<file path="config.mk">
export PLATFORM = sky130hd
export DESIGN_NAME = idle_sleep_wake_control
export DESIGN_NICKNAME = d
export VERILOG_FILES = /design/src/common/idle_pkg.sv /design/src/rtl/idle_sleep_wake_control.sv
export SDC_FILE = /design/constraint.sdc
export NUM_CORES = 1
export LEC_CHECK = 0
export BUFFER_PORTS_ARGS = -buffer_cell sky130_fd_sc_hd__buf_2
export CAP_MARGIN = 25
export CORE_AREA = 2 2 115 117
export CTS_CLUSTER_SIZE = 10
export DETAILED_ROUTE_END_ITERATION = 12
export DIE_AREA = 0 0 117 119
export PLACE_DENSITY_LB_ADDON = 0.25
export SLEW_MARGIN = 20
export SYNTH_ARGS = -nofsm -noshare
export SYNTH_HDL_FRONTEND = slang
export SYNTH_SLANG_ARGS = --single-unit
</file>
<file path="constraint.sdc">
create_clock -name ref_clk -period 3.4 [get_ports ref_clk]
set_clock_uncertainty 0.05 [all_clocks]
set_input_delay 0.17 -clock ref_clk [delete_from_list [all_inputs] [get_ports ref_clk]]
set_output_delay 0.17 -clock ref_clk [all_outputs]
set_load 0.01 [all_outputs]
</file>
<file path="src/common/idle_pkg.sv">
// Constants, register map and timing for the idle/sleep/wake sequencer
// Behaviour
// - Internal idle: CPU stopped, peripherals on internal clock
// - Internal run plus idle enable enters internal idle
// - Select-high plus idle enable enters internal idle
// - Switch to internal clock stops primary, clears ready
// - Internal idle wake: peripherals kept, CPU after delay
// - Wake leaves idle enable and clock select unchanged
// - Watchdog or clock monitor keep internal oscillator on
// - Only interrupt, reset or watchdog end low power
// - Enabled interrupt flag starts exit at once
// - Branch to vector only when global enable set
// - Fixed CPU wake delay, then resume execution
// - Watchdog wakes when asleep, resets when running
// - Reset held by start-up timer until primary ready
// - Fast start runs internal clock until primary ready
// - No start-up timer from primary idle, non-crystal
// - Crystal exit waits start-up, PLL adds lock time
// - CPU wake delay overlaps others; alone for external
// - Wake onto internal clock executes during settling
// - Internal source is the slow internal RC clock
// - PLL modes wait lock time after start-up period
// - Sleep without idle enable stops the primary oscillator
// - Watchdog wake goes to currently selected run mode
package idle_pkg;
    localparam int AW = 4;
    localparam int DW = 32;
    localparam int CW = 32;
    localparam int IRQ_N = 8;

    localparam logic [AW-1:0] CTRL_OFS = 4'h0;
    localparam logic [AW-1:0] IRQCTL_OFS = 4'h4;
    localparam logic [AW-1:0] IRQEN_OFS = 4'h8;
    localparam logic [AW-1:0] STATUS_OFS = 4'hc;

    localparam int IDLE_EN_BIT = 0;
    localparam int SEL_LO_BIT = 1;
    localparam int SEL_HI_BIT = 2;
    localparam int WDT_EN_BIT = 3;
    localparam int FSCM_EN_BIT = 4;
    localparam int TWO_SPEED_BIT = 5;
    localparam int PRI_MODE_LSB = 6;
    localparam int GIE_BIT = 7;
    localparam int ST_READY_BIT = 0;
    localparam int ST_CPU_BIT = 1;
    localparam int ST_STATE_LSB = 2;
    localparam int ST_SETTLE_BIT = 5;

    localparam logic [8:0] CTRL_RST = 9'h000;
    localparam logic [7:0] IRQCTL_RST = 8'h00;
    localparam logic [IRQ_N-1:0] IRQEN_RST = 8'h00;

    // Primary oscillator modes
    localparam logic [2:0] PM_CRYSTAL = 3'h0;
    localparam logic [2:0] PM_FAST_CRYSTAL = 3'h1;
    localparam logic [2:0] PM_CRYSTAL_PLL = 3'h2;
    localparam logic [2:0] PM_FAST_CRYSTAL_PLL = 3'h3;
    localparam logic [2:0] PM_EXT_CLOCK = 3'h4;
    localparam logic [2:0] PM_INT = 3'h5;

    typedef enum logic [1:0] {SRC_PRI, SRC_SEC, SRC_INT} clk_src_e;
    typedef enum logic [2:0] {ST_RSTHOLD, ST_RUN, ST_IDLE, ST_SLEEP, ST_WAKE} pm_state_e;

    localparam int CLK_PERIOD_NS = 4;
    localparam int CSD_NS = 2000;
    localparam int STARTUP_NS = 65536;
    localparam int PLL_NS = 2000000;
    localparam int SETTLE_NS = 1000;
    localparam int CSD_CYC = (CSD_NS + CLK_PERIOD_NS - 1) / CLK_PERIOD_NS;
    localparam int STARTUP_CYC = (STARTUP_NS + CLK_PERIOD_NS - 1) / CLK_PERIOD_NS;
    localparam int PLL_CYC = (PLL_NS + CLK_PERIOD_NS - 1) / CLK_PERIOD_NS;
    localparam int SETTLE_CYC = (SETTLE_NS + CLK_PERIOD_NS - 1) / CLK_PERIOD_NS;
endpackage

</file>
<file path="src/rtl/idle_sleep_wake_control.sv">
// Power-managed mode sequencer with a classic Wishbone register slave
//
// The implementer's own choices: the register addresses and register access over Wishbone.
`timescale 1ns/100ps
module idle_sleep_wake_control
#(
    parameter int unsigned STARTUP_CYCLES = idle_pkg::STARTUP_CYC,
    parameter int unsigned PLL_CYCLES = idle_pkg::PLL_CYC,
    parameter int unsigned CSD_CYCLES = idle_pkg::CSD_CYC,
    parameter int unsigned SETTLE_CYCLES = idle_pkg::SETTLE_CYC
)
(
    input logic ref_clk,
    input logic rst_b,
    input logic ce,
    input logic cyc_i,
    input logic stb_i,
    input logic we_i,
    input logic [idle_pkg::AW-1:0] adr_i,
    input logic [3:0] sel_i,
    input logic [idle_pkg::DW-1:0] dat_i,
    output logic [idle_pkg::DW-1:0] dat_o,
    output logic ack_o,
    input logic sleepExec,
    input logic [idle_pkg::IRQ_N-1:0] irqFlags,
    input logic wdtTimeout,
    output logic cpuClkEn,
    output logic periphClkEn,
    output logic [1:0] clkSrc,
    output logic primaryOscEn,
    output logic intRcEn,
    output logic wdtReset,
    output logic irqBranch,
    output logic intRcSettling
);
    import idle_pkg::*;

    pm_state_e state_reg;
    pm_state_e state_next;
    clk_src_e idleSrc_reg;
    clk_src_e clkSrc_reg;
    clk_src_e clkSrc_next;
    logic [8:0] ctrl_reg;
    logic [7:0] irqCtl_reg;
    logic [IRQ_N-1:0] irqEn_reg;
    logic [CW-1:0] priCnt_reg;
    logic [CW-1:0] csdCnt_reg;
    logic [CW-1:0] settleCnt_reg;
    logic priReady_reg;
    logic wasIdle_reg;
    logic irqWake_reg;
    logic ack_reg;
    logic [DW-1:0] dat_reg;
    logic cpuClkEn_reg;
    logic periphClkEn_reg;
    logic primaryOscEn_reg;
    logic primaryOscEn_next;
    logic intRcEn_reg;
    logic wdtReset_reg;
    logic irqBranch_reg;

    // Bus decode
    wire busReq = cyc_i && stb_i && !ack_reg;
    // Write lands on the edge at which the master sees ack
    wire busWr = cyc_i && stb_i && we_i && ack_reg;
    wire hitCtrl = adr_i == CTRL_OFS;
    wire hitIrqCtl = adr_i == IRQCTL_OFS;
    wire hitIrqEn = adr_i == IRQEN_OFS;
    wire hitStatus = adr_i == STATUS_OFS;
    wire [DW-1:0] wMask = {{8{sel_i[3]}}, {8{sel_i[2]}}, {8{sel_i[1]}}, {8{sel_i[0]}}};
    wire [DW-1:0] ctrlW = ({23'h0, ctrl_reg} & ~wMask) | (dat_i & wMask);
    wire [DW-1:0] irqCtlW = ({24'h0, irqCtl_reg} & ~wMask) | (dat_i & wMask);
    wire [DW-1:0] irqEnW = ({{(DW-IRQ_N){1'b0}}, irqEn_reg} & ~wMask) | (dat_i & wMask);
    wire [DW-1:0] statusWord = {26'h0, (settleCnt_reg != '0), state_reg, cpuClkEn_reg, priReady_reg};
    wire [DW-1:0] rdData = hitCtrl ? {23'h0, ctrl_reg} :
                           hitIrqCtl ? {24'h0, irqCtl_reg} :
                           hitIrqEn ? {{(DW-IRQ_N){1'b0}}, irqEn_reg} :
                           hitStatus ? statusWord : 32'h0000_0000;

    // Control field decode
    wire idleOnSleep = ctrl_reg[IDLE_EN_BIT];
    wire selHi = ctrl_reg[SEL_HI_BIT];
    wire selLo = ctrl_reg[SEL_LO_BIT];
    wire wdtEn = ctrl_reg[WDT_EN_BIT];
    wire fscmEn = ctrl_reg[FSCM_EN_BIT];
    wire fastStart = ctrl_reg[TWO_SPEED_BIT] || fscmEn;
    wire [2:0] priMode = ctrl_reg[PRI_MODE_LSB +: 3];
    wire globalIrqEn = irqCtl_reg[GIE_BIT];
    // Select-low ignored once select-high is set
    wire clk_src_e selSrc = selHi ? SRC_INT : (selLo ? SRC_SEC : SRC_PRI);
    // Only crystal modes need the start-up timer
    wire needsStartup = (priMode == PM_CRYSTAL) || (priMode == PM_FAST_CRYSTAL) ||
                        (priMode == PM_CRYSTAL_PLL) || (priMode == PM_FAST_CRYSTAL_PLL);
    wire needsPll = (priMode == PM_CRYSTAL_PLL) || (priMode == PM_FAST_CRYSTAL_PLL);
    wire [CW-1:0] priTarget = (needsStartup ? CW'(STARTUP_CYCLES) : '0) +
                              (needsPll ? CW'(PLL_CYCLES) : '0);
    wire clk_src_e runSrc = (selSrc == SRC_PRI && !priReady_reg) ? SRC_INT : selSrc;

    // Wake decode
    wire asleep = (state_reg == ST_IDLE) || (state_reg == ST_SLEEP);
    wire irqPend = |(irqFlags & irqEn_reg);
    wire wakeEvt = irqPend || wdtTimeout;
    wire csdDone = csdCnt_reg == '0;
    // Concurrent delays: CPU delay must end, and the oscillator wait too unless fast start is on
    wire wakeOk = csdDone && (selSrc != SRC_PRI || priReady_reg || fastStart);
    wire toRun = (state_reg == ST_WAKE) && wakeOk;
    // Settling only on entry from sleep or the secondary source
    wire startSettle = toRun && runSrc == SRC_INT &&
                       (!wasIdle_reg || idleSrc_reg == SRC_SEC);

    always_comb
    begin
        state_next = state_reg;
        unique case (state_reg)
            ST_RSTHOLD:
            begin
                if (fastStart || priReady_reg)
                begin
                    state_next = ST_RUN;
                end
            end
            ST_RUN:
            begin
                if (sleepExec)
                begin
                    state_next = idleOnSleep ? ST_IDLE : ST_SLEEP;
                end
            end
            ST_IDLE, ST_SLEEP:
            begin
                if (wakeEvt)
                begin
                    state_next = ST_WAKE;
                end
            end
            ST_WAKE:
            begin
                if (wakeOk)
                begin
                    state_next = ST_RUN;
                end
            end
        endcase
    end

    wire clk_src_e idleSrc_next = (state_reg == ST_RUN && sleepExec && idleOnSleep) ? selSrc : idleSrc_reg;

    always_comb
    begin
        clkSrc_next = clkSrc_reg;
        primaryOscEn_next = 1'b0;
        unique case (state_next)
            ST_RSTHOLD:
            begin
                clkSrc_next = SRC_INT;
                primaryOscEn_next = 1'b1;
            end
            ST_RUN:
            begin
                clkSrc_next = runSrc;
                primaryOscEn_next = selSrc == SRC_PRI;
            end
            ST_IDLE:
            begin
                clkSrc_next = idleSrc_next;
                primaryOscEn_next = idleSrc_next == SRC_PRI;
            end
            ST_SLEEP:
            begin
                primaryOscEn_next = 1'b0;
            end
            ST_WAKE:
            begin
                clkSrc_next = idleSrc_reg;
                primaryOscEn_next = selSrc == SRC_PRI;
            end
        endcase
    end

    wire cpuClk_next = state_next == ST_RUN;
    wire periph_next = (state_next == ST_RUN) || (state_next == ST_IDLE) ||
                       (state_next == ST_WAKE && (state_reg == ST_IDLE || wasIdle_reg));
    // The 31 kHz internal RC clock is the only internal source
    wire internal_rc_clock_next = wdtEn || fscmEn || clkSrc_next == SRC_INT ||
                      (state_next == ST_WAKE && selSrc == SRC_INT);

    // Bus slave and registers; the sequencer never writes config
    always_ff @(posedge ref_clk)
    begin
        if (!rst_b)
        begin
            ack_reg <= 1'b0;
            dat_reg <= '0;
            ctrl_reg <= CTRL_RST;
            irqCtl_reg <= IRQCTL_RST;
            irqEn_reg <= IRQEN_RST;
        end
        else if (ce)
        begin
            ack_reg <= busReq;
            dat_reg <= busReq ? rdData : '0;
            if (busWr && hitCtrl)
            begin
                ctrl_reg <= ctrlW[8:0];
            end
            if (busWr && hitIrqCtl)
            begin
                irqCtl_reg <= irqCtlW[7:0];
            end
            if (busWr && hitIrqEn)
            begin
                irqEn_reg <= irqEnW[IRQ_N-1:0];
            end
        end
    end

    // Primary oscillator start-up timer and lock wait
    always_ff @(posedge ref_clk)
    begin
        if (!rst_b)
        begin
            priCnt_reg <= '0;
            priReady_reg <= 1'b0;
        end
        else if (ce)
        begin
            if (!primaryOscEn_reg)
            begin
                priCnt_reg <= '0;
                priReady_reg <= 1'b0;
            end
            else if (!priReady_reg)
            begin
                if (priCnt_reg >= priTarget)
                begin
                    priReady_reg <= 1'b1;
                end
                else
                begin
                    priCnt_reg <= priCnt_reg + 1'b1;
                end
            end
        end
    end

    // Mode state and wake bookkeeping
    always_ff @(posedge ref_clk)
    begin
        if (!rst_b)
        begin
            state_reg <= ST_RSTHOLD;
            idleSrc_reg <= SRC_PRI;
            csdCnt_reg <= '0;
            wasIdle_reg <= 1'b0;
            irqWake_reg <= 1'b0;
        end
        else if (ce)
        begin
            state_reg <= state_next;
            idleSrc_reg <= idleSrc_next;
            if (asleep && wakeEvt)
            begin
                csdCnt_reg <= CW'(CSD_CYCLES) - 1'b1;
                wasIdle_reg <= state_reg == ST_IDLE;
                irqWake_reg <= irqPend;
            end
            else if (!csdDone)
            begin
                csdCnt_reg <= csdCnt_reg - 1'b1;
            end
        end
    end

    // Output flops follow the next state so they align with state_reg
    always_ff @(posedge ref_clk)
    begin
        if (!rst_b)
        begin
            clkSrc_reg <= SRC_INT;
            cpuClkEn_reg <= 1'b0;
            periphClkEn_reg <= 1'b0;
            primaryOscEn_reg <= 1'b1;
            intRcEn_reg <= 1'b1;
            wdtReset_reg <= 1'b0;
            irqBranch_reg <= 1'b0;
            settleCnt_reg <= '0;
        end
        else if (ce)
        begin
            clkSrc_reg <= clkSrc_next;
            cpuClkEn_reg <= cpuClk_next;
            periphClkEn_reg <= periph_next;
            primaryOscEn_reg <= primaryOscEn_next;
            intRcEn_reg <= internal_rc_clock_next;
            wdtReset_reg <= state_reg == ST_RUN && wdtTimeout;
            irqBranch_reg <= toRun && irqWake_reg && globalIrqEn;
            if (startSettle)
            begin
                settleCnt_reg <= CW'(SETTLE_CYCLES);
            end
            else if (settleCnt_reg != '0)
            begin
                settleCnt_reg <= settleCnt_reg - 1'b1;
            end
        end
    end

    assign dat_o = dat_reg;
    assign ack_o = ack_reg;
    assign cpuClkEn = cpuClkEn_reg;
    assign periphClkEn = periphClkEn_reg;
    assign clkSrc = clkSrc_reg;
    assign primaryOscEn = primaryOscEn_reg;
    assign intRcEn = intRcEn_reg;
    assign wdtReset = wdtReset_reg;
    assign irqBranch = irqBranch_reg;
    assign intRcSettling = settleCnt_reg != '0;
endmodule

</file>
==> impl_metrics.toml <==
[status]
status = "completed"

[timing]
timing.final.setup_violations = 0
post-route-period-util_pct = 91.3
drv_slew = 0
slew_headroom_pct = 31.4
grt_setup_unrepaired = "false"
worstMarginPinSlew_ps = 1020
timing.fmax_mhz = 322
tns_ps = 0
post-route-min-period_ps = 3110
hold_viol = 0

[power]
switching_share_pct = 37.0
power_per_cell_area_mw_per_mm2 = 886
p_int_w = 0.00461
peak_supply_drop_v = 0.000774
power.share.sequential_pct = 33.2
pwr-share-comb_pct = 39.8
clock_power_share_pct = 27.0
net-switching-power_w = 0.00271
power_leakage_nw = 3.47

[clocking]
htree_num_levels = 4
cts_hold_buf = 9
clock-root-buffer = "sky130_fd_sc_hd__clkbuf_16"
clk_transition_reported_paths_ps = 60
tritoncts.num_buffers = 17
post-cts-setup-buffers = 0
cts_tree = "yes"
clock_tree.buffer_depth = 2
clock_sink_count = 147
clk-insertion-delay-late_ps = 420
cts_resized = 0

[worst_setup_path]
timing.critical_path.depth = 8
critical_path_required_ps = 3620
type_of_destination_of_the_critical_path = "flip-flop"
timing.critical_path.from_type = "flip-flop"
crit_path_cell_trace = "or4_4 -> or4b_4 -> nor4b_4 -> buf_4 -> o211ai_1 -> mux2_2 -> o211ai_1 -> o221ai_1"
path_delay_family = "simple AND/OR/NAND/NOR gates"
critical_path.most_common_cell = "sky130_fd_sc_hd__o211ai_1"
cp.arrival_ps = 3320
worst_path_max_delay_cell = "sky130_fd_sc_hd__or4b_4"
critical-path-max-stage-delay_ps = 600
critPathKind = "reg2reg"
cp.buffers_inverters = 1
rr_worst_depth = 8
worstPathMaxFanout = 12

[die]
die_area_sq_mm = 0.0139
die_h_um = 119
floorplan.die.width_um = 117
core_area_sq_mm = 0.0129
floorplan.io_pins = 98
initial_core_util_pct = 55.7
core.rowCount = 42

[min_path]
holdCritPathClass = "in2reg"
worst_hold_path.num_cells = 4

[logic_synthesis]
netlist.top_cell.by_area = "sky130_fd_sc_hd__dfxtp_1"
synth_seq_cells = 147
post_synth_edffs = 0
number_of_warning_messages_in_the_yosys_log = 0
synth-seq-area-share_pct = 41.0
synth_cells = 818
synth_flop_cell = "sky130_fd_sc_hd__dfxtp_1"
yosys-top-cells-count = "sky130_fd_sc_hd__dfxtp_1, sky130_fd_sc_hd__nor2_1, sky130_fd_sc_hd__a21oi_1"
synth.most_common_cell = "sky130_fd_sc_hd__dfxtp_1"
post_synth_instance_area_sq_mm = 0.00717
post_synth_num_cell_types = 69
post_synth_main_area_contributors = "sky130_fd_sc_hd__dfxtp_1, sky130_fd_sc_hd__nor2_1, sky130_fd_sc_hd__xnor2_1, sky130_fd_sc_hd__mux2i_1, sky130_fd_sc_hd__a21oi_1"
asyncSetResetFlopFracSynth_pct = 0
mean_syn_cell_area_sq_um = 8.77
netlist.area_leader.share_pct = 41.0

[detailed_routing]
ant_nets = 0
met1Wirelength_mm = 7.45
drt_first_iter_violations = 437
drt-total-wl_mm = 16.4
wl_per_cell_um = 15.4
dr.pass1.iters = 5
detailroute.wirelength.met2_mm = 8.04
top_layer = "met5"
met3_routed_wirelength_um = 685
route.detailed.drc = 0
vias_per_cell = 5.79
via_count = 6176

[layout]
num_antenna_cells = 0
layout.filler_cells = 1083
finish.net_count = 945
areaGrowthSynthToFinish_pct = 15.1
final_cell_area_sq_mm = 0.00826
drive_gt1_share_pct = 14.5
multiInputGateArea_sq_mm = 0.00391
sequential_cell_area_sq_mm = 0.00294

[placed_design]
portBuffers = 49
dpl.hpwl_mm = 11.2
dpl-instance-area_sq_mm = 0.00753
routabilityCongestion = 0.858

[grt]
grt_overflow = 0
first_pass_grt_wire_length_mm = 28.1
grt_pass1_vias = 5955
track_usage_pct = 24.8
number_of_antenna_violations_at_the_first_check_in_global_routing = 1
largest_net_degree_at_the_start_of_global_routing = 61

[flow_run]
timing.max_cap.violations = 0
==> worst min-delay path, cell delays in order <==
cell and delay [ps]:
sky130_fd_sc_hd__buf_2 110, sky130_fd_sc_hd__nor4_1 80, sky130_fd_sc_hd__nand3_1 80, sky130_fd_sc_hd__a21oi_1 60
==> through the flow <==
stage                     power, W  util [%]  hold slack (ps)  worst slack (ps)  instances
final                      0.00732      64.2             84.1               294       1066
after global routing       0.00783      64.2              116              40.2       1066
after CTS                  0.00733      64.1             67.9               270       1065
after detailed placement   0.00529      58.5              382               287       1024
after global placement     0.00515      58.5              356               383       1024
after floorplan            0.00474         -              264               477        840
==> layer usage <==
layer	track usage [%]	up-vias
li1	-	3024
met1	33.3	2959
met2	39.9	167
met3	4.99	24
met4	8.31	2
met5	0	-
==> final timing paths <==
| path | end | slack [ps] | from |
|---|---|---|---|
| worst max-delay path | intRcEn | 290 | csdCnt_reg[9] |
| worst min-delay path | dat_o[8] | 80 | adr_i[0] |
| worst max register to register | intRcEn | 290 | csdCnt_reg[9] |
| worst min register to register | dat_o[8] | 410 | dat_o[8] |
==> layout by cell type (no fill, tap or decap), types with 17 or more instances in the layout <==
cell type and instances:
sky130_fd_sc_hd__nor3_1 26, sky130_fd_sc_hd__inv_1 20, sky130_fd_sc_hd__dfxtp_1 147, sky130_fd_sc_hd__nor2_1 125, sky130_fd_sc_hd__nand2_1 42, sky130_fd_sc_hd__buf_4 18, sky130_fd_sc_hd__o21ai_0 17, sky130_fd_sc_hd__mux2i_1 29
sky130_fd_sc_hd__conb_1 23, sky130_fd_sc_hd__clkbuf_16 17, sky130_fd_sc_hd__nand3_1 20, sky130_fd_sc_hd__nor4_1 26, sky130_fd_sc_hd__or3_1 22, sky130_fd_sc_hd__a21oi_1 50, sky130_fd_sc_hd__xnor2_1 35, sky130_fd_sc_hd__xor2_1 22
sky130_fd_sc_hd__buf_2 49
==> cell families after synthesis <==
logic type / Yosys count / share of synthesized area [%]
compound gates: 146 / 13.8
other cells: 1 / 0.0523
xor+xnor: 57 / 6.96
buf+inv: 80 / 5.60
fa+ha+maj: 12 / 2.09
flops: 147 / 41.0
simple gates: 339 / 24.4
mux: 36 / 6.09
==> final cells by class <==
cell class	count	share of cell area, %
clock inverters	8	1.80
inverters	21	0.954
repair buffers	77	5.76
flip-flops and latches	147	35.6
multi-input cells	613	47.4
well taps	176	2.67
clock buffers	24	5.83
==> power groups by stage <==
stage	clock network [W]	registers (W)	logic, W
after floorplan	0	0.00238	0.00237
after global placement	0	0.00242	0.00273
after detailed placement	0	0.00245	0.00284
after CTS	0.00201	0.00242	0.00290
after global routing	0.00209	0.00249	0.00325
final	0.00198	0.00243	0.00291
(Power assumes the default switching activity.)
